`src/scdc_pkg.sv`:
```
package scdc_pkg;
  // Register byte addresses
  localparam int ADDR_W = 6;
  localparam logic [5:0] A_MODE = 6'h00;
  localparam logic [5:0] A_CMD = 6'h04;
  localparam logic [5:0] A_RX_BASE = 6'h08;
  localparam logic [5:0] A_TX_BASE = 6'h0c;
  localparam logic [5:0] A_FCR = 6'h10;
  localparam logic [5:0] A_MAX_RX_LEN = 6'h14;
  localparam logic [5:0] A_RX_PTR = 6'h18;
  localparam logic [5:0] A_TX_PTR = 6'h1c;
  localparam logic [5:0] A_RX_CNT = 6'h20;
  localparam logic [5:0] A_TX_CNT = 6'h24;
  localparam logic [5:0] A_STATUS = 6'h28;
  // Mode register fields
  localparam int MODE_TX_EN = 0;
  localparam int MODE_RX_EN = 1;
  // Command codes, written to bits 3:0 of the command register
  localparam logic [3:0] CMD_HALT_TX = 4'h1;
  localparam logic [3:0] CMD_GRACEFUL_HALT = 4'h2;
  localparam logic [3:0] CMD_RESTART_TX = 4'h3;
  localparam logic [3:0] CMD_INIT_TX = 4'h4;
  localparam logic [3:0] CMD_INIT_RX = 4'h5;
  localparam logic [3:0] CMD_INIT_BOTH = 4'h6;
  localparam logic [3:0] CMD_CLOSE_RX = 4'h7;
  // Reset values and descriptor geometry
  localparam logic [15:0] REG_RST = 16'h0000;
  localparam logic [15:0] FCR_RST = 16'h1818;
  localparam logic [15:0] DESC_STEP = 16'h0008;
  localparam logic [1:0] RESP_OK = 2'h0;
  localparam logic [1:0] RESP_SLVERR = 2'h2;

  typedef enum logic [1:0] {TX_OFF, TX_IDLE, TX_SEND, TX_HALT} scdc_tx_t;
  typedef enum logic [1:0] {RX_OFF, RX_IDLE, RX_FILL} scdc_rx_t;

  // Next descriptor: wrap bit sends the ring back to its base
  function automatic logic [15:0] scdc_adv(input logic [15:0] p, input logic [15:0] b, input logic w);
    return w ? b : p + DESC_STEP;
  endfunction

  // Byte-lane merge of a 16-bit register
  function automatic logic [15:0] scdc_merge(input logic [15:0] o, input logic [31:0] d, input logic [3:0] s);
    return {s[1] ? d[15:8] : o[15:8], s[0] ? d[7:0] : o[7:0]};
  endfunction
endpackage

```
`src/scdc_ctr.sv`:
```
`timescale 1ns/100ps
module scdc_ctr import scdc_pkg::*; #(
  parameter int W = 16
) (
  // Clock and reset
  input wire logic aclk,
  input wire logic aresetn,
  // Control
  input wire logic clr,
  input wire logic load,
  input wire logic [W-1:0] load_val,
  input wire logic dec,
  // Count
  output logic [W-1:0] cnt
);
  logic [W-1:0] next_cnt;

  // Down count stops at zero so a buffer is never overrun
  always_comb begin
    next_cnt = cnt;
    if (clr) begin
      next_cnt = '0;
    end else if (load) begin
      next_cnt = load_val;
    end else if (dec && cnt != '0) begin
      next_cnt = cnt - W'(1);
    end
  end

  always_ff @(posedge aclk) begin
    if (!aresetn) begin
      cnt <= '0;
    end else begin
      cnt <= next_cnt;
    end
  end
endmodule // scdc_ctr

```
`src/scdc_axil.sv`:
```
`timescale 1ns/100ps
module scdc_axil import scdc_pkg::*; (
  // Clock and reset
  input wire logic aclk,
  input wire logic aresetn,
  // AXI4-Lite slave
  input wire logic [ADDR_W-1:0] awaddr,
  input wire logic awvalid,
  output logic awready,
  input wire logic [31:0] wdata,
  input wire logic [3:0] wstrb,
  input wire logic wvalid,
  output logic wready,
  output logic [1:0] bresp,
  output logic bvalid,
  input wire logic bready,
  input wire logic [ADDR_W-1:0] araddr,
  input wire logic arvalid,
  output logic arready,
  output logic [31:0] rdata,
  output logic [1:0] rresp,
  output logic rvalid,
  input wire logic rready,
  // Register side
  output logic wr_en,
  output logic [ADDR_W-1:0] wr_addr,
  output logic [31:0] wr_data,
  output logic [3:0] wr_strb,
  input wire logic wr_err,
  output logic [ADDR_W-1:0] rd_addr,
  input wire logic [31:0] rd_data,
  input wire logic rd_err
);
  logic aw_full, w_full;
  logic next_aw_full, next_w_full, next_awready, next_wready, next_bvalid;
  logic next_arready, next_rvalid;
  logic [1:0] next_bresp, next_rresp;
  logic [ADDR_W-1:0] next_wr_addr;
  logic [31:0] next_wr_data, next_rdata;
  logic [3:0] next_wr_strb;

  // Write fires once address and data are both held, in either order
  assign wr_en = aw_full && w_full && !bvalid;
  assign rd_addr = araddr;

  always_comb begin
    next_aw_full = aw_full;
    next_w_full = w_full;
    next_wr_addr = wr_addr;
    next_wr_data = wr_data;
    next_wr_strb = wr_strb;
    next_bvalid = bvalid;
    next_bresp = bresp;
    if (awvalid && awready) begin
      next_aw_full = 1'b1;
      next_wr_addr = awaddr;
    end
    if (wvalid && wready) begin
      next_w_full = 1'b1;
      next_wr_data = wdata;
      next_wr_strb = wstrb;
    end
    if (bvalid && bready) begin
      next_bvalid = 1'b0;
    end
    if (wr_en) begin
      next_aw_full = 1'b0;
      next_w_full = 1'b0;
      next_bvalid = 1'b1;
      next_bresp = wr_err ? RESP_SLVERR : RESP_OK;
    end
    // Ready is registered; held low while a response waits
    next_awready = !next_aw_full && !next_bvalid;
    next_wready = !next_w_full && !next_bvalid;
  end

  // Read answers at the edge after the address handshake
  always_comb begin
    next_rvalid = rvalid;
    next_rdata = rdata;
    next_rresp = rresp;
    if (rvalid && rready) begin
      next_rvalid = 1'b0;
    end
    if (arvalid && arready) begin
      next_rvalid = 1'b1;
      next_rdata = rd_data;
      next_rresp = rd_err ? RESP_SLVERR : RESP_OK;
    end
    next_arready = !next_rvalid;
  end

  always_ff @(posedge aclk) begin
    if (!aresetn) begin
      aw_full <= 1'b0;
      w_full <= 1'b0;
      awready <= 1'b0;
      wready <= 1'b0;
      bvalid <= 1'b0;
      bresp <= RESP_OK;
      wr_addr <= '0;
      wr_data <= 32'h0;
      wr_strb <= 4'h0;
      arready <= 1'b0;
      rvalid <= 1'b0;
      rdata <= 32'h0;
      rresp <= RESP_OK;
    end else begin
      aw_full <= next_aw_full;
      w_full <= next_w_full;
      awready <= next_awready;
      wready <= next_wready;
      bvalid <= next_bvalid;
      bresp <= next_bresp;
      wr_addr <= next_wr_addr;
      wr_data <= next_wr_data;
      wr_strb <= next_wr_strb;
      arready <= next_arready;
      rvalid <= next_rvalid;
      rdata <= next_rdata;
      rresp <= next_rresp;
    end
  end
endmodule // scdc_axil

```
`src/scdc_top.sv`:
```
// Notes on behaviour
// - Never store more bytes into a receive buffer than the maximum length.
// - Transmit byte count comes from the descriptor length, not the receive limit.
// - New maximum receive length takes effect only at the next receive descriptor.
// - Receive pointer marks next or current descriptor; reloads from base at reset, ring end.
// - Transmit pointer marks next or current descriptor; reloads from base at reset, ring end.
// - Transmit counter loads descriptor length and counts down per byte read.
// - Receive counter loads maximum length and counts down per byte written.
// - Close command closes the partly filled receive buffer for software.
// - Clearing transmit enable disables the transmitter and holds it in reset.
// - On re-enable, transmit starts at the pointed descriptor once it is ready; if still halted at re-enable, it waits in TX_HALT for CMD_RESTART_TX.
// - Clearing receive enable aborts reception at once and holds receiver in reset.
// - On enable, reception starts at the pointed descriptor if it is empty.
// - Transmit reinitialise command, while disabled, restores transmit reset state.
// - Receive reinitialise command, while disabled, restores receive reset state.
// - Combined reinitialise resets both directions of this channel only; the code resets each direction only while that direction is disabled.
`timescale 1ns/100ps
module scdc_top import scdc_pkg::*; #(
  parameter int LEN_W = 16
) (
  // Clock and reset
  input wire logic aclk,
  input wire logic aresetn,
  // AXI4-Lite register port
  input wire logic [ADDR_W-1:0] s_axi_awaddr,
  input wire logic s_axi_awvalid,
  output logic s_axi_awready,
  input wire logic [31:0] s_axi_wdata,
  input wire logic [3:0] s_axi_wstrb,
  input wire logic s_axi_wvalid,
  output logic s_axi_wready,
  output logic [1:0] s_axi_bresp,
  output logic s_axi_bvalid,
  input wire logic s_axi_bready,
  input wire logic [ADDR_W-1:0] s_axi_araddr,
  input wire logic s_axi_arvalid,
  output logic s_axi_arready,
  output logic [31:0] s_axi_rdata,
  output logic [1:0] s_axi_rresp,
  output logic s_axi_rvalid,
  input wire logic s_axi_rready,
  // Transmit descriptor and DMA side
  input wire logic tx_desc_ready,
  input wire logic [LEN_W-1:0] tx_desc_len,
  input wire logic tx_desc_wrap,
  input wire logic tx_byte_rd,
  output logic [15:0] tx_descriptor_pointer,
  output logic tx_rd_ok,
  output logic tx_desc_done,
  output logic [7:0] tx_function_code,
  // Receive descriptor and DMA side
  input wire logic rx_desc_empty,
  input wire logic rx_desc_wrap,
  input wire logic rx_byte_wr,
  input wire logic rx_frame_end,
  output logic [15:0] rx_descriptor_pointer,
  output logic rx_wr_ok,
  output logic rx_desc_close,
  output logic [7:0] rx_function_code
);
  logic wr_en, wr_err, rd_err;
  logic [ADDR_W-1:0] wr_addr, rd_addr;
  logic [31:0] wr_data, rd_data;
  logic [3:0] wr_strb;
  logic [15:0] channel_mode_register, rx_descriptor_base, tx_descriptor_base;
  logic [15:0] fcr, max_rx_buffer_length;
  logic [15:0] next_mode, next_rx_base, next_tx_base, next_fcr, next_max_len;
  logic [15:0] next_tx_ptr, next_rx_ptr;
  scdc_tx_t tx_st, next_tx_st;
  scdc_rx_t rx_st, next_rx_st;
  logic tx_halted, tx_grace, tx_wrap, tx_fresh;
  logic next_tx_halted, next_tx_grace, next_tx_wrap, next_tx_fresh, next_tx_done, next_tx_rd_ok;
  logic rx_open, rx_wrap, rx_fresh;
  logic next_rx_open, next_rx_wrap, next_rx_fresh, next_rx_close, next_rx_wr_ok;
  logic [LEN_W-1:0] tx_cnt, rx_cnt;
  logic tx_clr, tx_load, rx_clr, rx_load;
  logic tx_en, rx_en, tx_last, rx_last;
  logic [3:0] cmd;

  scdc_axil u_axil (
    .aclk(aclk),
    .aresetn(aresetn),
    .awaddr(s_axi_awaddr),
    .awvalid(s_axi_awvalid),
    .awready(s_axi_awready),
    .wdata(s_axi_wdata),
    .wstrb(s_axi_wstrb),
    .wvalid(s_axi_wvalid),
    .wready(s_axi_wready),
    .bresp(s_axi_bresp),
    .bvalid(s_axi_bvalid),
    .bready(s_axi_bready),
    .araddr(s_axi_araddr),
    .arvalid(s_axi_arvalid),
    .arready(s_axi_arready),
    .rdata(s_axi_rdata),
    .rresp(s_axi_rresp),
    .rvalid(s_axi_rvalid),
    .rready(s_axi_rready),
    .wr_en(wr_en),
    .wr_addr(wr_addr),
    .wr_data(wr_data),
    .wr_strb(wr_strb),
    .wr_err(wr_err),
    .rd_addr(rd_addr),
    .rd_data(rd_data),
    .rd_err(rd_err)
  );

  // Internal byte counters, one per direction
  scdc_ctr #(.W(LEN_W)) u_tx_ctr (
    .aclk(aclk),
    .aresetn(aresetn),
    .clr(tx_clr),
    .load(tx_load),
    .load_val(tx_desc_len),
    .dec(tx_byte_rd && tx_st == TX_SEND),
    .cnt(tx_cnt)
  );

  scdc_ctr #(.W(LEN_W)) u_rx_ctr (
    .aclk(aclk),
    .aresetn(aresetn),
    .clr(rx_clr),
    .load(rx_load),
    .load_val(max_rx_buffer_length[LEN_W-1:0]),
    .dec(rx_byte_wr && rx_st == RX_FILL),
    .cnt(rx_cnt)
  );

  // Decode: enables, command strobe and end-of-buffer terms
  assign tx_en = channel_mode_register[MODE_TX_EN];
  assign rx_en = channel_mode_register[MODE_RX_EN];
  assign cmd = (wr_en && wr_addr == A_CMD && wr_strb[0]) ? wr_data[3:0] : 4'h0;
  assign tx_last = tx_cnt == '0 || (tx_cnt == LEN_W'(1) && tx_byte_rd);
  assign rx_last = rx_cnt == '0 || (rx_cnt == LEN_W'(1) && rx_byte_wr);

  // Software-visible parameter registers
  always_comb begin
    next_mode = channel_mode_register;
    next_rx_base = rx_descriptor_base;
    next_tx_base = tx_descriptor_base;
    next_fcr = fcr;
    next_max_len = max_rx_buffer_length;
    wr_err = 1'b0;
    if (!wr_en) begin
      wr_err = 1'b0;
    end else if (wr_addr == A_MODE) begin
      next_mode = scdc_merge(channel_mode_register, wr_data, wr_strb);
    end else if (wr_addr == A_RX_BASE) begin
      next_rx_base = scdc_merge(rx_descriptor_base, wr_data, wr_strb);
    end else if (wr_addr == A_TX_BASE) begin
      next_tx_base = scdc_merge(tx_descriptor_base, wr_data, wr_strb);
    end else if (wr_addr == A_FCR) begin
      next_fcr = scdc_merge(fcr, wr_data, wr_strb);
    end else if (wr_addr == A_MAX_RX_LEN) begin
      // Held here; the counter samples it only at a descriptor start
      next_max_len = scdc_merge(max_rx_buffer_length, wr_data, wr_strb);
    end else if (wr_addr == A_CMD || wr_addr == A_RX_PTR || wr_addr == A_TX_PTR) begin
      wr_err = 1'b0;
    end else begin
      wr_err = 1'b1;
    end
  end

  always_ff @(posedge aclk) begin
    if (!aresetn) begin
      channel_mode_register <= REG_RST;
      rx_descriptor_base <= REG_RST;
      tx_descriptor_base <= REG_RST;
      fcr <= FCR_RST;
      max_rx_buffer_length <= REG_RST;
    end else begin
      channel_mode_register <= next_mode;
      rx_descriptor_base <= next_rx_base;
      tx_descriptor_base <= next_tx_base;
      fcr <= next_fcr;
      max_rx_buffer_length <= next_max_len;
    end
  end

  // Transmitter: descriptor walk, halts and reinitialise
  always_comb begin
    next_tx_st = tx_st;
    next_tx_ptr = tx_descriptor_pointer;
    next_tx_halted = tx_halted;
    next_tx_grace = tx_grace;
    next_tx_wrap = tx_wrap;
    next_tx_fresh = tx_fresh;
    next_tx_done = 1'b0;
    tx_clr = 1'b0;
    tx_load = 1'b0;
    // Pointer follows the base until the ring is first used
    if (tx_fresh) begin
      next_tx_ptr = next_tx_base;
    end
    if (wr_en && wr_addr == A_TX_PTR) begin
      next_tx_ptr = scdc_merge(tx_descriptor_pointer, wr_data, wr_strb);
      next_tx_fresh = 1'b0;
    end
    case (tx_st)
      TX_OFF: begin
        if (tx_en) begin
          next_tx_st = tx_halted ? TX_HALT : TX_IDLE;
        end
      end
      TX_IDLE: begin
        if (cmd == CMD_HALT_TX || cmd == CMD_GRACEFUL_HALT) begin
          next_tx_st = TX_HALT;
          next_tx_halted = 1'b1;
        end else if (tx_desc_ready) begin
          tx_load = 1'b1;
          next_tx_wrap = tx_desc_wrap;
          next_tx_fresh = 1'b0;
          next_tx_st = TX_SEND;
        end
      end
      TX_SEND: begin
        if (cmd == CMD_GRACEFUL_HALT) begin
          next_tx_grace = 1'b1;
        end
        if (cmd == CMD_HALT_TX) begin
          // Stop leaves the pointer on the current descriptor
          next_tx_st = TX_HALT;
          next_tx_halted = 1'b1;
          next_tx_grace = 1'b0;
          tx_clr = 1'b1;
        end else if (tx_last) begin
          next_tx_done = 1'b1;
          next_tx_ptr = scdc_adv(tx_descriptor_pointer, tx_descriptor_base, tx_wrap);
          next_tx_grace = 1'b0;
          next_tx_halted = tx_grace || cmd == CMD_GRACEFUL_HALT;
          next_tx_st = next_tx_halted ? TX_HALT : TX_IDLE;
        end
      end
      TX_HALT: begin
        if (cmd == CMD_RESTART_TX) begin
          next_tx_st = TX_IDLE;
          next_tx_halted = 1'b0;
        end
      end
      default: next_tx_st = TX_OFF;
    endcase
    if (!tx_en) begin
      // Disabled transmitter is held in its reset state
      next_tx_st = TX_OFF;
      next_tx_grace = 1'b0;
      tx_clr = 1'b1;
      tx_load = 1'b0;
      if (cmd == CMD_RESTART_TX) begin
        next_tx_halted = 1'b0;
      end
      if (cmd == CMD_INIT_TX || cmd == CMD_INIT_BOTH) begin
        next_tx_ptr = next_tx_base;
        next_tx_halted = 1'b0;
        next_tx_wrap = 1'b0;
        next_tx_fresh = 1'b1;
      end
    end
    next_tx_rd_ok = next_tx_st == TX_SEND;
  end

  always_ff @(posedge aclk) begin
    if (!aresetn) begin
      tx_st <= TX_OFF;
      tx_descriptor_pointer <= REG_RST;
      tx_halted <= 1'b0;
      tx_grace <= 1'b0;
      tx_wrap <= 1'b0;
      tx_fresh <= 1'b1;
      tx_desc_done <= 1'b0;
      tx_rd_ok <= 1'b0;
    end else begin
      tx_st <= next_tx_st;
      tx_descriptor_pointer <= next_tx_ptr;
      tx_halted <= next_tx_halted;
      tx_grace <= next_tx_grace;
      tx_wrap <= next_tx_wrap;
      tx_fresh <= next_tx_fresh;
      tx_desc_done <= next_tx_done;
      tx_rd_ok <= next_tx_rd_ok;
    end
  end

  // Receiver: fill, close on limit, frame end or command
  always_comb begin
    next_rx_st = rx_st;
    next_rx_ptr = rx_descriptor_pointer;
    next_rx_open = rx_open;
    next_rx_wrap = rx_wrap;
    next_rx_fresh = rx_fresh;
    next_rx_close = 1'b0;
    rx_clr = 1'b0;
    rx_load = 1'b0;
    if (rx_fresh) begin
      next_rx_ptr = next_rx_base;
    end
    if (wr_en && wr_addr == A_RX_PTR) begin
      next_rx_ptr = scdc_merge(rx_descriptor_pointer, wr_data, wr_strb);
      next_rx_fresh = 1'b0;
    end
    case (rx_st)
      RX_OFF: begin
        if (rx_en) begin
          next_rx_st = RX_IDLE;
        end
      end
      RX_IDLE: begin
        if (rx_desc_empty) begin
          // Limit sampled here, never mid-buffer
          rx_load = 1'b1;
          next_rx_wrap = rx_desc_wrap;
          next_rx_open = 1'b1;
          next_rx_fresh = 1'b0;
          next_rx_st = RX_FILL;
        end
      end
      RX_FILL: begin
        if (rx_last || rx_frame_end || cmd == CMD_CLOSE_RX) begin
          next_rx_close = 1'b1;
          next_rx_ptr = scdc_adv(rx_descriptor_pointer, rx_descriptor_base, rx_wrap);
          next_rx_open = 1'b0;
          next_rx_st = RX_IDLE;
        end
      end
      default: next_rx_st = RX_OFF;
    endcase
    if (!rx_en) begin
      // Abort at once; the partly used buffer stays open for close
      next_rx_st = RX_OFF;
      next_rx_close = 1'b0;
      next_rx_ptr = rx_descriptor_pointer;
      next_rx_open = rx_open;
      rx_clr = 1'b1;
      rx_load = 1'b0;
      if (wr_en && wr_addr == A_RX_PTR) begin
        next_rx_ptr = scdc_merge(rx_descriptor_pointer, wr_data, wr_strb);
      end else if (rx_fresh) begin
        next_rx_ptr = next_rx_base;
      end
      if (cmd == CMD_INIT_RX || cmd == CMD_INIT_BOTH) begin
        next_rx_ptr = next_rx_base;
        next_rx_open = 1'b0;
        next_rx_wrap = 1'b0;
        next_rx_fresh = 1'b1;
      end else if (cmd == CMD_CLOSE_RX && rx_open) begin
        next_rx_close = 1'b1;
        next_rx_ptr = scdc_adv(rx_descriptor_pointer, rx_descriptor_base, rx_wrap);
        next_rx_open = 1'b0;
      end
    end
    next_rx_wr_ok = next_rx_st == RX_FILL;
  end

  always_ff @(posedge aclk) begin
    if (!aresetn) begin
      rx_st <= RX_OFF;
      rx_descriptor_pointer <= REG_RST;
      rx_open <= 1'b0;
      rx_wrap <= 1'b0;
      rx_fresh <= 1'b1;
      rx_desc_close <= 1'b0;
      rx_wr_ok <= 1'b0;
    end else begin
      rx_st <= next_rx_st;
      rx_descriptor_pointer <= next_rx_ptr;
      rx_open <= next_rx_open;
      rx_wrap <= next_rx_wrap;
      rx_fresh <= next_rx_fresh;
      rx_desc_close <= next_rx_close;
      rx_wr_ok <= next_rx_wr_ok;
    end
  end

  // Function code bytes go straight from their register
  assign rx_function_code = fcr[7:0];
  assign tx_function_code = fcr[15:8];

  // Read mux; unmapped addresses answer with an error
  always_comb begin
    rd_data = 32'h0;
    rd_err = 1'b0;
    if (rd_addr == A_MODE) begin
      rd_data = {16'h0, channel_mode_register};
    end else if (rd_addr == A_CMD) begin
      rd_data = 32'h0;
    end else if (rd_addr == A_RX_BASE) begin
      rd_data = {16'h0, rx_descriptor_base};
    end else if (rd_addr == A_TX_BASE) begin
      rd_data = {16'h0, tx_descriptor_base};
    end else if (rd_addr == A_FCR) begin
      rd_data = {16'h0, fcr};
    end else if (rd_addr == A_MAX_RX_LEN) begin
      rd_data = {16'h0, max_rx_buffer_length};
    end else if (rd_addr == A_RX_PTR) begin
      rd_data = {16'h0, rx_descriptor_pointer};
    end else if (rd_addr == A_TX_PTR) begin
      rd_data = {16'h0, tx_descriptor_pointer};
    end else if (rd_addr == A_RX_CNT) begin
      rd_data = 32'(rx_cnt);
    end else if (rd_addr == A_TX_CNT) begin
      rd_data = 32'(tx_cnt);
    end else if (rd_addr == A_STATUS) begin
      rd_data = {26'h0, rx_open, tx_halted, rx_st, tx_st};
    end else begin
      rd_err = 1'b1;
    end
  end
endmodule // scdc_top

```
`config.mk`:
```
export PLATFORM = sky130hd
export DESIGN_NAME = scdc_top
export DESIGN_NICKNAME = d
export VERILOG_FILES = /design/src/scdc_pkg.sv /design/src/scdc_ctr.sv /design/src/scdc_axil.sv /design/src/scdc_top.sv
export SDC_FILE = /design/constraint.sdc
export NUM_CORES = 1
export LEC_CHECK = 0
export BUFFER_PORTS_ARGS = -buffer_cell sky130_fd_sc_hd__buf_4
export CORE_ASPECT_RATIO = 0.9
export CORE_MARGIN = 8
export CORE_UTILIZATION = 30
export CTS_CLUSTER_SIZE = 12
export DETAILED_ROUTE_END_ITERATION = 16
export PLACE_DENSITY = 0.45
export SLEW_MARGIN = 10
export SYNTH_ARGS = -nofsm -noshare
export SYNTH_HDL_FRONTEND = slang
export SYNTH_HIERARCHICAL = 1
export SYNTH_SLANG_ARGS = --single-unit
```
`constraint.sdc`:
```
create_clock -name aclk -period 2.4 [get_ports aclk]
set_input_delay 0.48 -clock aclk [delete_from_list [all_inputs] [get_ports aclk]]
set_output_delay 0.48 -clock aclk [all_outputs]
set_load 0.01 [all_outputs]
```
## After elaboration in Yosys (flattened, before gate mapping)

Cells that the tools add are included.

| word-level totals | value |
|---|---|
| bits in registers | 226 |
| input bits | 78 |
| output and inout port bits | 93 |

| operators by class | value |
|---|---|
| add/subtract/negate cells | 4 |
| eq/ne operators | 36 |
| mux-type cells | 141 |
| bitwise operators | 6 |
| reduce and logical (&&, ||, !) cells | 59 |

Operators with widths:

| kind | number |
|---|---|
| 16-bit two-way mux | 37 |
| 1-bit two-way mux | 77 |
| 8-bit two-way mux | 8 |
| 6-bit by 5-bit equality test with 1-bit output, second input constant | 8 |
| 16-bit by 4-bit adder with 16-bit output, second input constant | 2 |
| 16-bit by 1-bit equality test with 1-bit output, second input constant | 2 |
| 16-bit logical NOT | 2 |
| 16-bit nonzero test | 2 |
| 16-bit by 1-bit subtractor with 16-bit output, second input constant | 2 |
| 2-bit two-way mux | 13 |
| 6-bit by 4-bit equality test with 1-bit output, second input constant | 4 |
| 1-bit logical AND | 20 |
| 6-bit equality test, second input constant | 3 |
| 4-bit by 3-bit equality test with 1-bit output, second input constant | 4 |
| 7-bit AND reduction | 2 |
| 6-bit by 3-bit equality test with 1-bit output, second input constant | 2 |
| 6-bit logical NOT | 2 |
| 6-bit AND reduction | 2 |
| 2-bit equality test, second input constant | 5 |
| 1-bit logical OR | 10 |
| 4-bit by 2-bit equality test with 1-bit output, second input constant | 2 |
| 2-bit case mux with 4 select lines | 1 |
| 6-bit two-way mux | 1 |
| 1-bit inverter | 6 |
| 18 further kinds | 29 |

## Logic depth before layout (Yosys ltp)

Gate-level depths: netlist of the first run.

| depth | value |
|---|---|
| word-level depth | 13 |
| mapped depth | 12 |
| gate-level depth less buffers | 9 |

## Cells and area by module

Netlist of the first run, hierarchy kept.

Modules (own cells, without submodules):

| module | instances | cells an instance | area an instance (um2) | seq. area each (um2) |
|---|---|---|---|---|
| scdc_top | 1 | 1100 | 8443.1 | 2542.4 |
| scdc_axil | 1 | 363 | 3249.4 | 1661.6 |
| scdc_ctr | 2 | 124 | 988.4 | 320.3 |

## Worst setup path before layout of the first run

OpenSTA, ideal clock, no wires.

| path | value |
|---|---|
| path type | reg-to-reg |
| start | register u_axil.wr_addr[1] |
| end | register u_tx_ctr.cnt[3] |
| arrival | 2.521 ns |
| required time | 2.326 ns |
| setup slack | -0.195 ns |
| stages on the path, launching flop included | 12 |
| buffers on the path | 4 |
| clock period less this slack | 2.595 ns |
| path through | dfxtp_1 buf_6 or4b_2 clkbuf_1 nor2_1 a31oi_1 and2_1 clkbuf_1 inv_1 clkbuf_1 o21ai_0 a31oi_1 |

| between the ends | value |
|---|---|
| word-level cells in the longest chain between the ends | 10 |

RTL lines:

| item | line | text |
|---|---|---|
| start: declaration | scdc_axil.sv:26 | `output logic [ADDR_W-1:0] wr_addr,` |
| start signal: assignment | scdc_axil.sv:115 | `wr_addr <= next_wr_addr;` |
| 6-bit by 3-bit equality test with 1-bit output (*) | scdc_top.sv:134 | `assign cmd = (wr_en && wr_addr == A_CMD && wr_strb[0]) ? wr_data[3:0] : 4'h0;` |
| 1-bit logical AND (*) (2 in a row) | scdc_top.sv:134 |  |
| 4-bit two-way mux (*) | scdc_top.sv:134 |  |
| 4-bit by 1-bit equality test with 1-bit output / 4-bit by 2-bit equality test with 1-bit output (equally long branches) | scdc_top.sv:208 | `if (cmd == CMD_HALT_TX \|\| cmd == CMD_GRACEFUL_HALT) begin` |
| 1-bit logical OR (*) | scdc_top.sv:208 |  |
| 1-bit two-way mux (*) | scdc_top.sv:208 |  |
| 1-bit two-way mux (*) | scdc_top.sv:201 | `case (tx_st)` |
| 1-bit two-way mux (*) | scdc_top.sv:244 | `if (!tx_en) begin` |
| named net tx_load | scdc_top.sv:76 | `logic tx_clr, tx_load, rx_clr, rx_load;` |
| 16-bit two-way mux / 2-bit nonzero test (equally long branches) | -- |  |
| end signal: assignment | scdc_ctr.sv:34 | `cnt <= next_cnt;` |
| end: declaration | scdc_ctr.sv:14 | `output logic [W-1:0] cnt` |

Mark *: on every way through the listed nets, which the timed path passes. The rest lies on a longest branch.
A chain may end at the register's enable or synchronous reset.

## Final worst setup path of the first run

| path | value |
|---|---|
| start | register u_axil.bvalid |
| end | register rx_descriptor_pointer[10] |

| between the ends | value |
|---|---|
| word-level cells in the longest chain between the ends | 10 |

RTL lines:

| item | line | text |
|---|---|---|
| start: declaration | scdc_axil.sv:15 | `output logic bvalid,` |
| start signal: assignment | scdc_axil.sv:113 | `bvalid <= next_bvalid;` |
| 1-bit logical NOT (*) | scdc_axil.sv:43 | `assign wr_en = aw_full && w_full && !bvalid;` |
| 1-bit logical AND (*) | scdc_axil.sv:43 |  |
| named net wr_en | scdc_top.sv:61 | `logic wr_en, wr_err, rd_err;` |
| 1-bit logical AND (2 in a row) | scdc_top.sv:134 |  |
| 4-bit two-way mux | scdc_top.sv:134 |  |
| 4-bit by 3-bit equality test with 1-bit output | scdc_top.sv:319, scdc_top.sv:346 |  |
| 1-bit logical AND / 1-bit logical OR (equally long branches) | scdc_top.sv:346, scdc_top.sv:319 |  |
| 16-bit two-way mux, on equally long branches | scdc_top.sv:346, scdc_top.sv:319 |  |
| 16-bit two-way mux, on equally long branches | scdc_top.sv:341, scdc_top.sv:302 |  |
| 16-bit two-way mux (*) | scdc_top.sv:328 | `if (!rx_en) begin` |
| end signal: assignment | scdc_top.sv:366 | `rx_descriptor_pointer <= next_rx_ptr;` |
| end: declaration | scdc_top.sv:56 | `output logic [15:0] rx_descriptor_pointer,` |

Marked as above.

==> results of run 1 <==
==> repair_timing <==
| action | 4_1_cts | 5_1_grt |
|---|---|---|
| setup endpoints to repair | 15 | 24 |
| resized for setup | 3 | 11 |
| setup buffers | 0 | 7 |
| pin swaps | 0 | 3 |
==> cells in the final DEF, fill, tap and decap left out, drive strengths merged, types with 18 or more instances in the layout <==
cell	instances
buf	324
conb	18
nand2	235
inv	30
mux2i	72
o21ai	97
a21boi	62
dfxtp	224
nor2	106
clkbuf	43
o22ai	18
nand3	73
a31oi	28
nor4	31
a21oi	89
or3	23
nor3	49
or4	23
==> flip-flops by register name, summed over array words and instances, names as in the netlist, 2 cells and up <==
signal	count
u_tx_ctr/cnt	16
u_rx_ctr/cnt	16
channel_mode_register	16
tx_descriptor_base	16
rx_descriptor_base	16
rx_descriptor_pointer	16
tx_descriptor_pointer	16
rx_st	2
u_axil/wr_data	16
u_axil/wr_addr	6
max_rx_buffer_length	16
fcr	16
u_axil/rdata	32
u_axil/wr_strb	2
tx_st	2
==> report_power, final <==
group | switching (W) | internal [W] | leakage (nW)
combinational | 0.000421 | 0.000284 | 4.16
sequential | 0.0000665 | 0.00376 | 1.81
clock | 0.00175 | 0.00255 | 0.438
total | 0.00224 | 0.00660 | 6.41
==> stage by stage <==
step                      worst slack (ps)  TNS [ps]  total power [W]    util  area [um^2]
after CTS                            29.32         0         0.008917  0.3843        16480
after global routing                -8.471    -8.471         0.009131  0.3865        16570
after global placement              -132.7     -1454         0.004607  0.3627        15550
after floorplan                     -5.171    -5.171         0.004278       -        13070
after detailed placement            -139.3     -1914         0.004607  0.3627        15550
final                                67.69         0         0.008833  0.3866        16580
==> critical path, delay by kind of cell (launching register included) <==
family | cells | cell delay, ps
buffers and inverters | 2 | 350
DFF | 1 | 310
and+or+nand+nor | 3 | 630
AOI/OAI and AO/OA | 3 | 920
==> metal layers <==
metal | wire [um] | up-vias
met5 | 13 | -
met4 | 1279 | 2
met3 | 4056 | 75
met2 | 25380 | 514
met1 | 26350 | 6452
li1 | - | 6490
==> worst max path at each step <==
stage | from | endpoint | slack [ps] | depth (start not counted)
detailed placement | u_axil/bvalid | u_tx_ctr/cnt[9] | -140 | 10
floorplan | s_axi_araddr[1] | u_axil/rdata[11] | -5 | 10
global placement | u_axil/bvalid | u_tx_ctr/cnt[9] | -130 | 10
finish | u_axil/bvalid | rx_descriptor_pointer[10] | 70 | 8
CTS | u_axil/wr_addr[3] | u_tx_ctr/cnt[9] | 30 | 7
global route | rx_st[1] | u_rx_ctr/cnt[15] | -8 | 7
==> final cells by class <==
class,instances,area share
antenna,1,0.0001510
clock buffer,43,0.04937
clock inverter,8,0.005888
inverter,30,0.006944
multi-input combinational,1257,0.4732
sequential,224,0.2705
tap,555,0.04189
timing repair buffer,324,0.1520
==> qor.csv, run 1 <==
stage,metric,value,unit
synth,synthesized instance count,1637,
finish,area of all sequential standard cells,4484,um^2
synth,post-synthesis cell area,13000,um^2
critical_path,Crit Reg-Reg Endpoint,rx_descriptor_pointer[10],
synth,warnings from Yosys,6,
worst_hold_path,Hold Crit Depth,3,
detailed_routing,first-pass iteration count of the detailed router,6,
power_and_ir_drop,Static Leak,6.411,nW
clock_network,Sink Count,224,
finish,# nets final,1947,
detailed_routing,via count normalized by instance count,5.542,
worst_hold_path,Worst Hold Endpoint,tx_wrap,
critical_path,type of element capturing the critical path,flip-flop,
status,run status,"finished, final reports clean",
floorplan,overall die area,50260,um^2
critical_path,Crit path required time,2840,ps
finish,signed area change from the synthesized netlist to the final layout,27.51,%
clock_network,CTS Buffer Depth,3,
finish,combined area of the multi-input logic cells,7844,um^2
global_route,most congested layer reported by global routing,met2,
sta,slew at the pin closest to its max-slew limit,936.7,ps
critical_path,cells along the critical path,"nand3b_1, inv_1, and4bb_2, buf_4, nand3_1, o31a_1, o21a_1, a221o_1",
critical_path,critical path start-end classification,flip-flop to flip-flop,
global_route,number of global-route vias before repair,12840,
placement,cell count after placement,2383,
global_route,first-pass GRT wire length,83630,um
critical_path,worst flop-to-flop path startpoint,u_axil/bvalid,
clock_network,TritonCTS clock tree,done,
power_and_ir_drop,Power Density,532.9,nW/um^2
critical_path,Crit-path slowest cell,o31a_1,
detailed_routing,routed wire length,57080,um
global_route,largest net degree at the start of global routing,59,
sta,post-route minimum period,2332,ps
global_route,met1 global-route usage,0.2982,
global_route,GR Util All Layers,0.2139,
sta,worst clock skew on the final layout,14.25,ps
placement,Post-DP HPWL,43000,um
detailed_routing,routed via count,13533,
sta,worst-case headroom to the max-slew limit,0.3732,
detailed_routing,DR DRC count,0,
clock_network,number of hold-repair buffers added at the cts stage,0,
clock_network,later-pin clock latency in the skew report,560,ps
clock_network,Clk Tree Root Cell,clkbuf_16,
floorplan,horizontal die dimension,235.4,um
critical_path,cell depth of the worst flop-to-flop path,8,
power_and_ir_drop,maximum VDD drop,0.0006181,V
clock_network,CTS Buf Count,28,
floorplan,count of boundary I/O pins,171,
global_route,fraction of met2 tracks used by global routing,0.3383,
critical_path,worst setup slack for register-to-register paths,70,ps
placement,number of input and output port buffers inserted,150,
detailed_routing,Wirelength per Cell,23.38,um
sta,number of pins exceeding their max-slew limit in the final report,0,
finish,final standard cell count with taps included and fillers excluded,2442,
floorplan,Initial Util,0.3032,
clock_network,number of H-tree levels,1,
sta,Fmax,0.4288,GHz
critical_path,arrival time of data at the critical path endpoint,2770,ps
floorplan,Std-Cell Rows,72,
clock_network,Clock transition at path regs,60,ps
sta,final hold violation count,0,
synth,average cell area after synthesis,7.941,um^2
placement,RD Place Congestion,0.9032,
global_route,GRT overflow,0,
critical_path,longest individual stage delay on the worst path,370,ps
global_route,initial antenna violation count,2,
finish,filler cell count in the final layout,4490,
finish,share of final-layout standard cells stronger than drive strength 1,0.2386,
detailed_routing,number of DRC violations after detailed-routing iteration 0,1358,
global_route,GRT met3 Usage,0.04368,
worst_hold_path,path class of the lowest-slack min-delay path,primary input to flip-flop,
critical_path,worst-path maximum fanout,13,
detailed_routing,antenna-violating nets left,0,
floorplan,die height,213.5,um
sta,final number of setup-violating endpoints,0,
worst_hold_path,hold_sp,tx_desc_wrap,
floorplan,Floorplan Core Area,42880,um^2
job,Max Cap Violations,0,
sta,smallest hold slack,171.3,ps
critical_path,crit start category,flip-flop,
sta,part of the cycle the worst path needs,0.9718,
Power figures use the tool's default switching activity.
==> run 2, diff against run 1 <==
Settings changed: BUFFER_PORTS_ARGS -buffer_cell sky130_fd_sc_hd__buf_4 to -buffer_cell sky130_fd_sc_hd__clkbuf_2.
==> qor.csv, run 2 (synthesis results as in run 1) <==
stage,metric,value,unit,change
finish,post-route cell area,16190,um^2,-2.3%
finish,signed area change from the synthesized netlist to the final layout,24.57,%,
floorplan,Std-Cell Rows,72,,unchanged
global_route,GR Util All Layers,0.2146,,+0.0007035
power_and_ir_drop,fraction of power consumed by the clock network,0.499,,+0.012
clock_network,CTS Buf Count,29,,+3.6%
placement,Post-DP HPWL,43400,um,+0.93%
clock_network,Clock transition at path regs,60,ps,about the same
clock_network,number of H-tree levels,1,,unchanged
finish,area of all sequential standard cells,4484,um^2,unchanged
worst_hold_path,hold_sp,s_axi_wdata[15],,
critical_path,arrival time of data at the critical path endpoint,2780,ps,about the same
critical_path,Crit Reg-Reg Endpoint,rx_descriptor_pointer[9],,
sta,worst-case headroom to the max-slew limit,0.3882,,+0.01500
detailed_routing,routed via count,13609,,+0.56%
finish,register with the highest flop count,u_axil/rdata,,
floorplan,count of boundary I/O pins,171,,unchanged
clock_network,CTS Buffer Depth,3,,unchanged
floorplan,Initial Util,0.3032,,unchanged
detailed_routing,DR DRC count,0,,unchanged
finish,"most common cell after layout, fill and taps aside",nand2_1,,
sta,part of the cycle the worst path needs,0.9712,,about the same
power_and_ir_drop,Sw Share,0.2486,,-0.004692
critical_path,critical path start-end classification,flip-flop to flip-flop,,
worst_hold_path,Worst Hold Endpoint,u_axil/wr_data[15],,
finish,share of final-layout standard cells stronger than drive strength 1,0.2351,,-0.003494
worst_hold_path,Hold Crit Depth,3,,unchanged
floorplan,horizontal die dimension,235.4,um,unchanged
global_route,number of global-route vias before repair,12883,,+0.33%
power_and_ir_drop,switching pwr,0.002239,W,about the same
worst_hold_path,path class of the lowest-slack min-delay path,primary input to flip-flop,,
global_route,largest net degree at the start of global routing,43,,-27%
power_and_ir_drop,maximum VDD drop,0.0003332,V,-46%
clock_network,TritonCTS clock tree,done,,
finish,number of flip-flops under the largest register name,32,,unchanged
detailed_routing,first-pass iteration count of the detailed router,5,,-1
finish,combined area of the multi-input logic cells,7821,um^2,-0.29%
critical_path,type of element capturing the critical path,flip-flop,,
power_and_ir_drop,sequential group share of total power,0.425,,-0.009
power_and_ir_drop,internal cell power,0.006769,W,+2.6%
sta,post-route minimum period,2331,ps,-1.430 ps
critical_path,Crit path required time,2850,ps,about the same
power_and_ir_drop,logic gate share of total power,0.076,,-0.004
finish,final standard cell count with taps included and fillers excluded,2435,,-0.29%
detailed_routing,via count normalized by instance count,5.589,,+0.85%
sta,final number of setup-violating endpoints,0,,unchanged
sta,number of pins exceeding their max-slew limit in the final report,0,,unchanged
global_route,initial antenna violation count,3,,+1
job,Max Cap Violations,0,,unchanged
detailed_routing,Wirelength per Cell,23.25,um,-0.55%
power_and_ir_drop,overall power,0.009008,W,+2.0%
status,run status,"finished, final reports clean",,
finish,final antenna diode count,0,,-1
critical_path,worst setup slack for register-to-register paths,70,ps,about the same
detailed_routing,antenna-violating nets left,0,,unchanged
critical_path,crit start category,flip-flop,,
detailed_routing,routed wire length,56610,um,-0.83%
global_route,GRT overflow,0,,unchanged
global_route,first-pass GRT wire length,84060,um,+0.51%
finish,most frequent cells in the layout,"nand2_1 (232), dfxtp_1 (224), buf_4 (159)",,
floorplan,overall die area,50260,um^2,unchanged
detailed_routing,number of DRC violations after detailed-routing iteration 0,1410,,+3.8%
clock_network,later-pin clock latency in the skew report,560,ps,about the same
finish,filler cell count in the final layout,4511,,+0.47%
sta,worst clock skew on the final layout,15.36,ps,+1.108 ps
placement,RD Place Congestion,0.9134,,+1.1%
finish,# nets final,1941,,-0.31%
sta,Fmax,0.4290,GHz,about the same
critical_path,cell depth of the worst flop-to-flop path,7,,-1
clock_network,Clk Tree Root Cell,clkbuf_16,,
floorplan,Floorplan Core Area,42880,um^2,unchanged
power_and_ir_drop,Power Density,556.3,nW/um^2,+4.4%
sta,slew at the pin closest to its max-slew limit,914.3,ps,-22.41 ps
sta,final hold violation count,0,,unchanged
placement,number of input and output port buffers inserted,150,,unchanged
floorplan,die height,213.5,um,unchanged
placement,cell count after placement,2380,,-0.13%
clock_network,Sink Count,224,,unchanged
sta,unrepaired setup endpoints after global routing,true,,
placement,cell area after placement,15170,um^2,-2.5%
critical_path,worst flop-to-flop path startpoint,u_axil/wr_addr[3],,
critical_path,worst-path maximum fanout,15,,+2
power_and_ir_drop,Static Leak,6.297,nW,-1.8%
## run 2: worst max path at each step
stage                      startpoint                         to  depth (start not counted)
floorplan             s_axi_araddr[1]           u_axil/rdata[11]                         10
global placement      s_axi_araddr[1]            u_axil/rdata[7]                          8
detailed placement    s_axi_araddr[1]            u_axil/rdata[7]                          8
CTS                          rx_st[1]           u_rx_ctr/cnt[13]                          6
global route        u_axil/wr_addr[3]  rx_descriptor_pointer[10]                          7
finish              u_axil/wr_addr[3]   rx_descriptor_pointer[9]                          7
## run 2: power groups by stage
stage / Sequential [W] / Combinational (W) / Clock (W)
floorplan: 0.00389 / 0.000387 / 0
global placement: 0.00391 / 0.000675 / 0
detailed placement: 0.00391 / 0.000676 / 0
CTS: 0.00383 / 0.000678 / 0.00458
global route: 0.00383 / 0.000735 / 0.00476
finish: 0.00383 / 0.000684 / 0.00450
## run 2: metal layers
metal | wire length [um] | global-route usage | up-vias
met5 | 0 | 0 | -
met1 | 26370 | 0.3048 | 6598
met4 | 1238 | 0.05591 | 0
li1 | - | - | 6463
met3 | 3772 | 0.03160 | 63
met2 | 25230 | 0.3382 | 485
## run 2: worst max-delay path, stage by stage, from the launching register on
cell and delay, ps:
dfxtp_1 380, buf_4 140, or4b_1 500, buf_12 190, o21ai_2 230, nand2_1 180
o221a_2 310, a221o_1 290
## run 2: repair_timing
| action | CTS | global route |
|---|---|---|
| resized for setup | 2 | 6 |
| pin swaps | 0 | 0 |
| hold buffers | 0 | 0 |
| buffers inserted | 0 | 3 |
| setup endpoints to repair | 7 | 31 |
## run 2: area by class of cell
type	count	share of cell area
Timing Repair Buffer	317	0.1300
Clock buffer	43	0.05238
Sequential cell	224	0.2769
Tap cell	555	0.04288
Clock inverter	9	0.007803
Inverter	30	0.007108
Multi-Input combinational cell	1257	0.4830
## run 2: stage by stage
step                hold slack [ps]  setup slack (ps)  utilization  TNS (ps)
floorplan                     434.3            -5.171            -    -5.171
global placement              442.5            -136.0       0.3537    -716.0
detailed placement            445.2            -142.2       0.3537    -775.0
CTS                           119.0             5.451       0.3766         0
global route                  135.3            -12.93       0.3777    -24.18
finish                        143.2             69.12       0.3777         0
==> run 3, diff against run 2 <==
Settings changed: CORE_ASPECT_RATIO 0.9 to 1.5, PLACE_DENSITY 0.45 to 0.44.
Clock period 2.4 ns to 2.95 ns, I/O delays scaled along.
==> qor.csv, run 3 (synthesis results as in run 1) <==
stage,metric,value,unit,change
sta,post-route minimum period,2745,ps,+414.1 ps
placement,RD Place Congestion,0.8980,,-1.7%
critical_path,arrival time of data at the critical path endpoint,3190,ps,+410 ps
global_route,largest net degree at the start of global routing,63,,+47%
clock_network,CTS Buffer Depth,3,,unchanged
global_route,initial antenna violation count,0,,-3
detailed_routing,via count normalized by instance count,5.603,,+0.24%
critical_path,crit start category,flip-flop,,
floorplan,die height,271.0,um,+27%
critical_path,cell depth of the worst flop-to-flop path,8,,+1
sta,worst-case headroom to the max-slew limit,0.3629,,-0.02530
clock_network,Clk Tree Root Cell,clkbuf_16,,
sta,worst clock skew on the final layout,28.11,ps,+12.74 ps
detailed_routing,routed wire length,56660,um,about the same
clock_network,number of H-tree levels,1,,unchanged
floorplan,horizontal die dimension,186.0,um,-21%
critical_path,worst-path maximum fanout,9,,-6
sta,slew at the pin closest to its max-slew limit,952.1,ps,+37.81 ps
detailed_routing,DR DRC count,0,,unchanged
critical_path,critical path start-end classification,flip-flop to flip-flop,,
detailed_routing,routed via count,13351,,-1.9%
worst_hold_path,Hold Crit Depth,3,,unchanged
finish,signed area change from the synthesized netlist to the final layout,19.47,%,
detailed_routing,antenna-violating nets left,0,,unchanged
floorplan,count of boundary I/O pins,171,,unchanged
sta,min setup slack post-route,205.0,ps,+135.9 ps
clock_network,Clock transition at path regs,60,ps,about the same
power_and_ir_drop,Static Leak,5.896,nW,-6.4%
detailed_routing,number of DRC violations after detailed-routing iteration 0,1081,,-23%
critical_path,Crit path required time,3390,ps,+540 ps
power_and_ir_drop,maximum VDD drop,0.0003029,V,-9.1%
floorplan,Initial Util,0.3036,,+0.0004252
finish,register with the highest flop count,u_axil/rdata,,
sta,final number of setup-violating endpoints,0,,unchanged
clock_network,TritonCTS clock tree,done,,
finish,# nets final,1878,,-3.2%
status,run status,"finished, final reports clean",,
clock_network,cts repair resizes,0,,-2
clock_network,later-pin clock latency in the skew report,570,ps,about the same
global_route,first-pass GRT wire length,84640,um,+0.68%
power_and_ir_drop,Power Density,450.1,nW/um^2,-19%
detailed_routing,first-pass iteration count of the detailed router,5,,unchanged
clock_network,Sink Count,224,,unchanged
global_route,GR Util All Layers,0.2200,,+0.005383
placement,number of input and output port buffers inserted,150,,unchanged
finish,share of final-layout standard cells stronger than drive strength 1,0.2057,,-0.02937
placement,Post-DP HPWL,43470,um,+0.16%
sta,part of the cycle the worst path needs,0.9305,,-0.04069
floorplan,Std-Cell Rows,93,,+29%
clock_network,number of buffers inserted by post-CTS setup repair,0,,unchanged
worst_hold_path,path class of the lowest-slack min-delay path,primary input to flip-flop,,
global_route,number of global-route vias before repair,13379,,+3.9%
finish,"most common cell after layout, fill and taps aside",nand2_1,,
floorplan,overall die area,50390,um^2,+0.25%
detailed_routing,Wirelength per Cell,23.78,um,+2.3%
clock_network,number of hold-repair buffers added at the cts stage,0,,unchanged
clock_network,CTS Buf Count,26,,-10%
critical_path,type of element capturing the critical path,flip-flop,,
finish,final antenna diode count,0,,unchanged
finish,number of flip-flops under the largest register name,32,,unchanged
job,Max Cap Violations,0,,unchanged
placement,DP Worst Slack,151.8,ps,+294.0 ps
sta,number of pins exceeding their max-slew limit in the final report,0,,unchanged
sta,unrepaired setup endpoints after global routing,false,,
global_route,GRT overflow,0,,unchanged
sta,Fmax,0.3643,GHz,-15%
sta,final hold violation count,0,,unchanged
finish,most frequent cells in the layout,"nand2_1 (232), dfxtp_1 (224), clkbuf_2 (149)",,
sta,Final TNS setup,0,ps,unchanged
floorplan,Floorplan Core Area,42820,um^2,-0.14%
[run 3: cell type report]
class                   instances  area, um^2
multi-input cells            1257        7787
clock inverters                11       112.6
flip-flops and latches        224        4484
fillers                      4647       27290
well taps                     570       713.2
clock buffers                  34       742.0
repair buffers                257        1579
inverters                      30       112.6
[run 3: worst paths after layout]
| path | from | end | slack [ps] |
|---|---|---|---|
| min reg2reg | u_axil/rdata[17] | u_axil/rdata[17] | 450 |
| max reg2reg | u_axil/wr_addr[2] | u_tx_ctr/cnt[9] | 200 |
| max | u_axil/wr_addr[2] | u_tx_ctr/cnt[9] | 200 |
| min | s_axi_wdata[7] | u_axil/wr_data[7] | 250 |
[run 3: layer usage]
metal | up-vias | track usage | part of all wire
met3 | 132 | 0.02254 | 0.043
met1 | 6430 | 0.2503 | 0.39
met5 | - | 0 | 0
li1 | 6343 | - | -
met4 | 0 | 0.1267 | 0.061
met2 | 446 | 0.3900 | 0.51
[run 3: metrics by stage]
stage | util | cells | instance area, um^2 | hold slack, ps | power, W
2_1_floorplan | - | 1653 | 13060 | 434.3 | 0.003480
3_3_place_gp | 0.3427 | 2338 | 14680 | 442.9 | 0.003705
3_5_place_dp | 0.3427 | 2338 | 14680 | 449.5 | 0.003708
4_1_cts | 0.3627 | 2383 | 15530 | 234.4 | 0.007082
5_1_grt | 0.3627 | 2383 | 15530 | 270.0 | 0.007224
6_report | 0.3627 | 2383 | 15530 | 254.2 | 0.006991
[run 3: power breakdown]
part | switching [W] | leakage [nW] | internal [W]
clock network | 0.00142 | 0.417 | 0.00193
registers | 0.0000547 | 1.81 | 0.00306
logic | 0.000340 | 3.67 | 0.000186
total | 0.00181 | 5.90 | 0.00518
[run 3: worst max-delay path, cell delays in order (launching register included)]
cell     delay (ps)
dfxtp_1         470
or4b_2          830
nor2_1          280
buf_4           180
a31oi_1          90
and2_1          200
buf_4           170
nor4b_1         310
nor3b_1          80
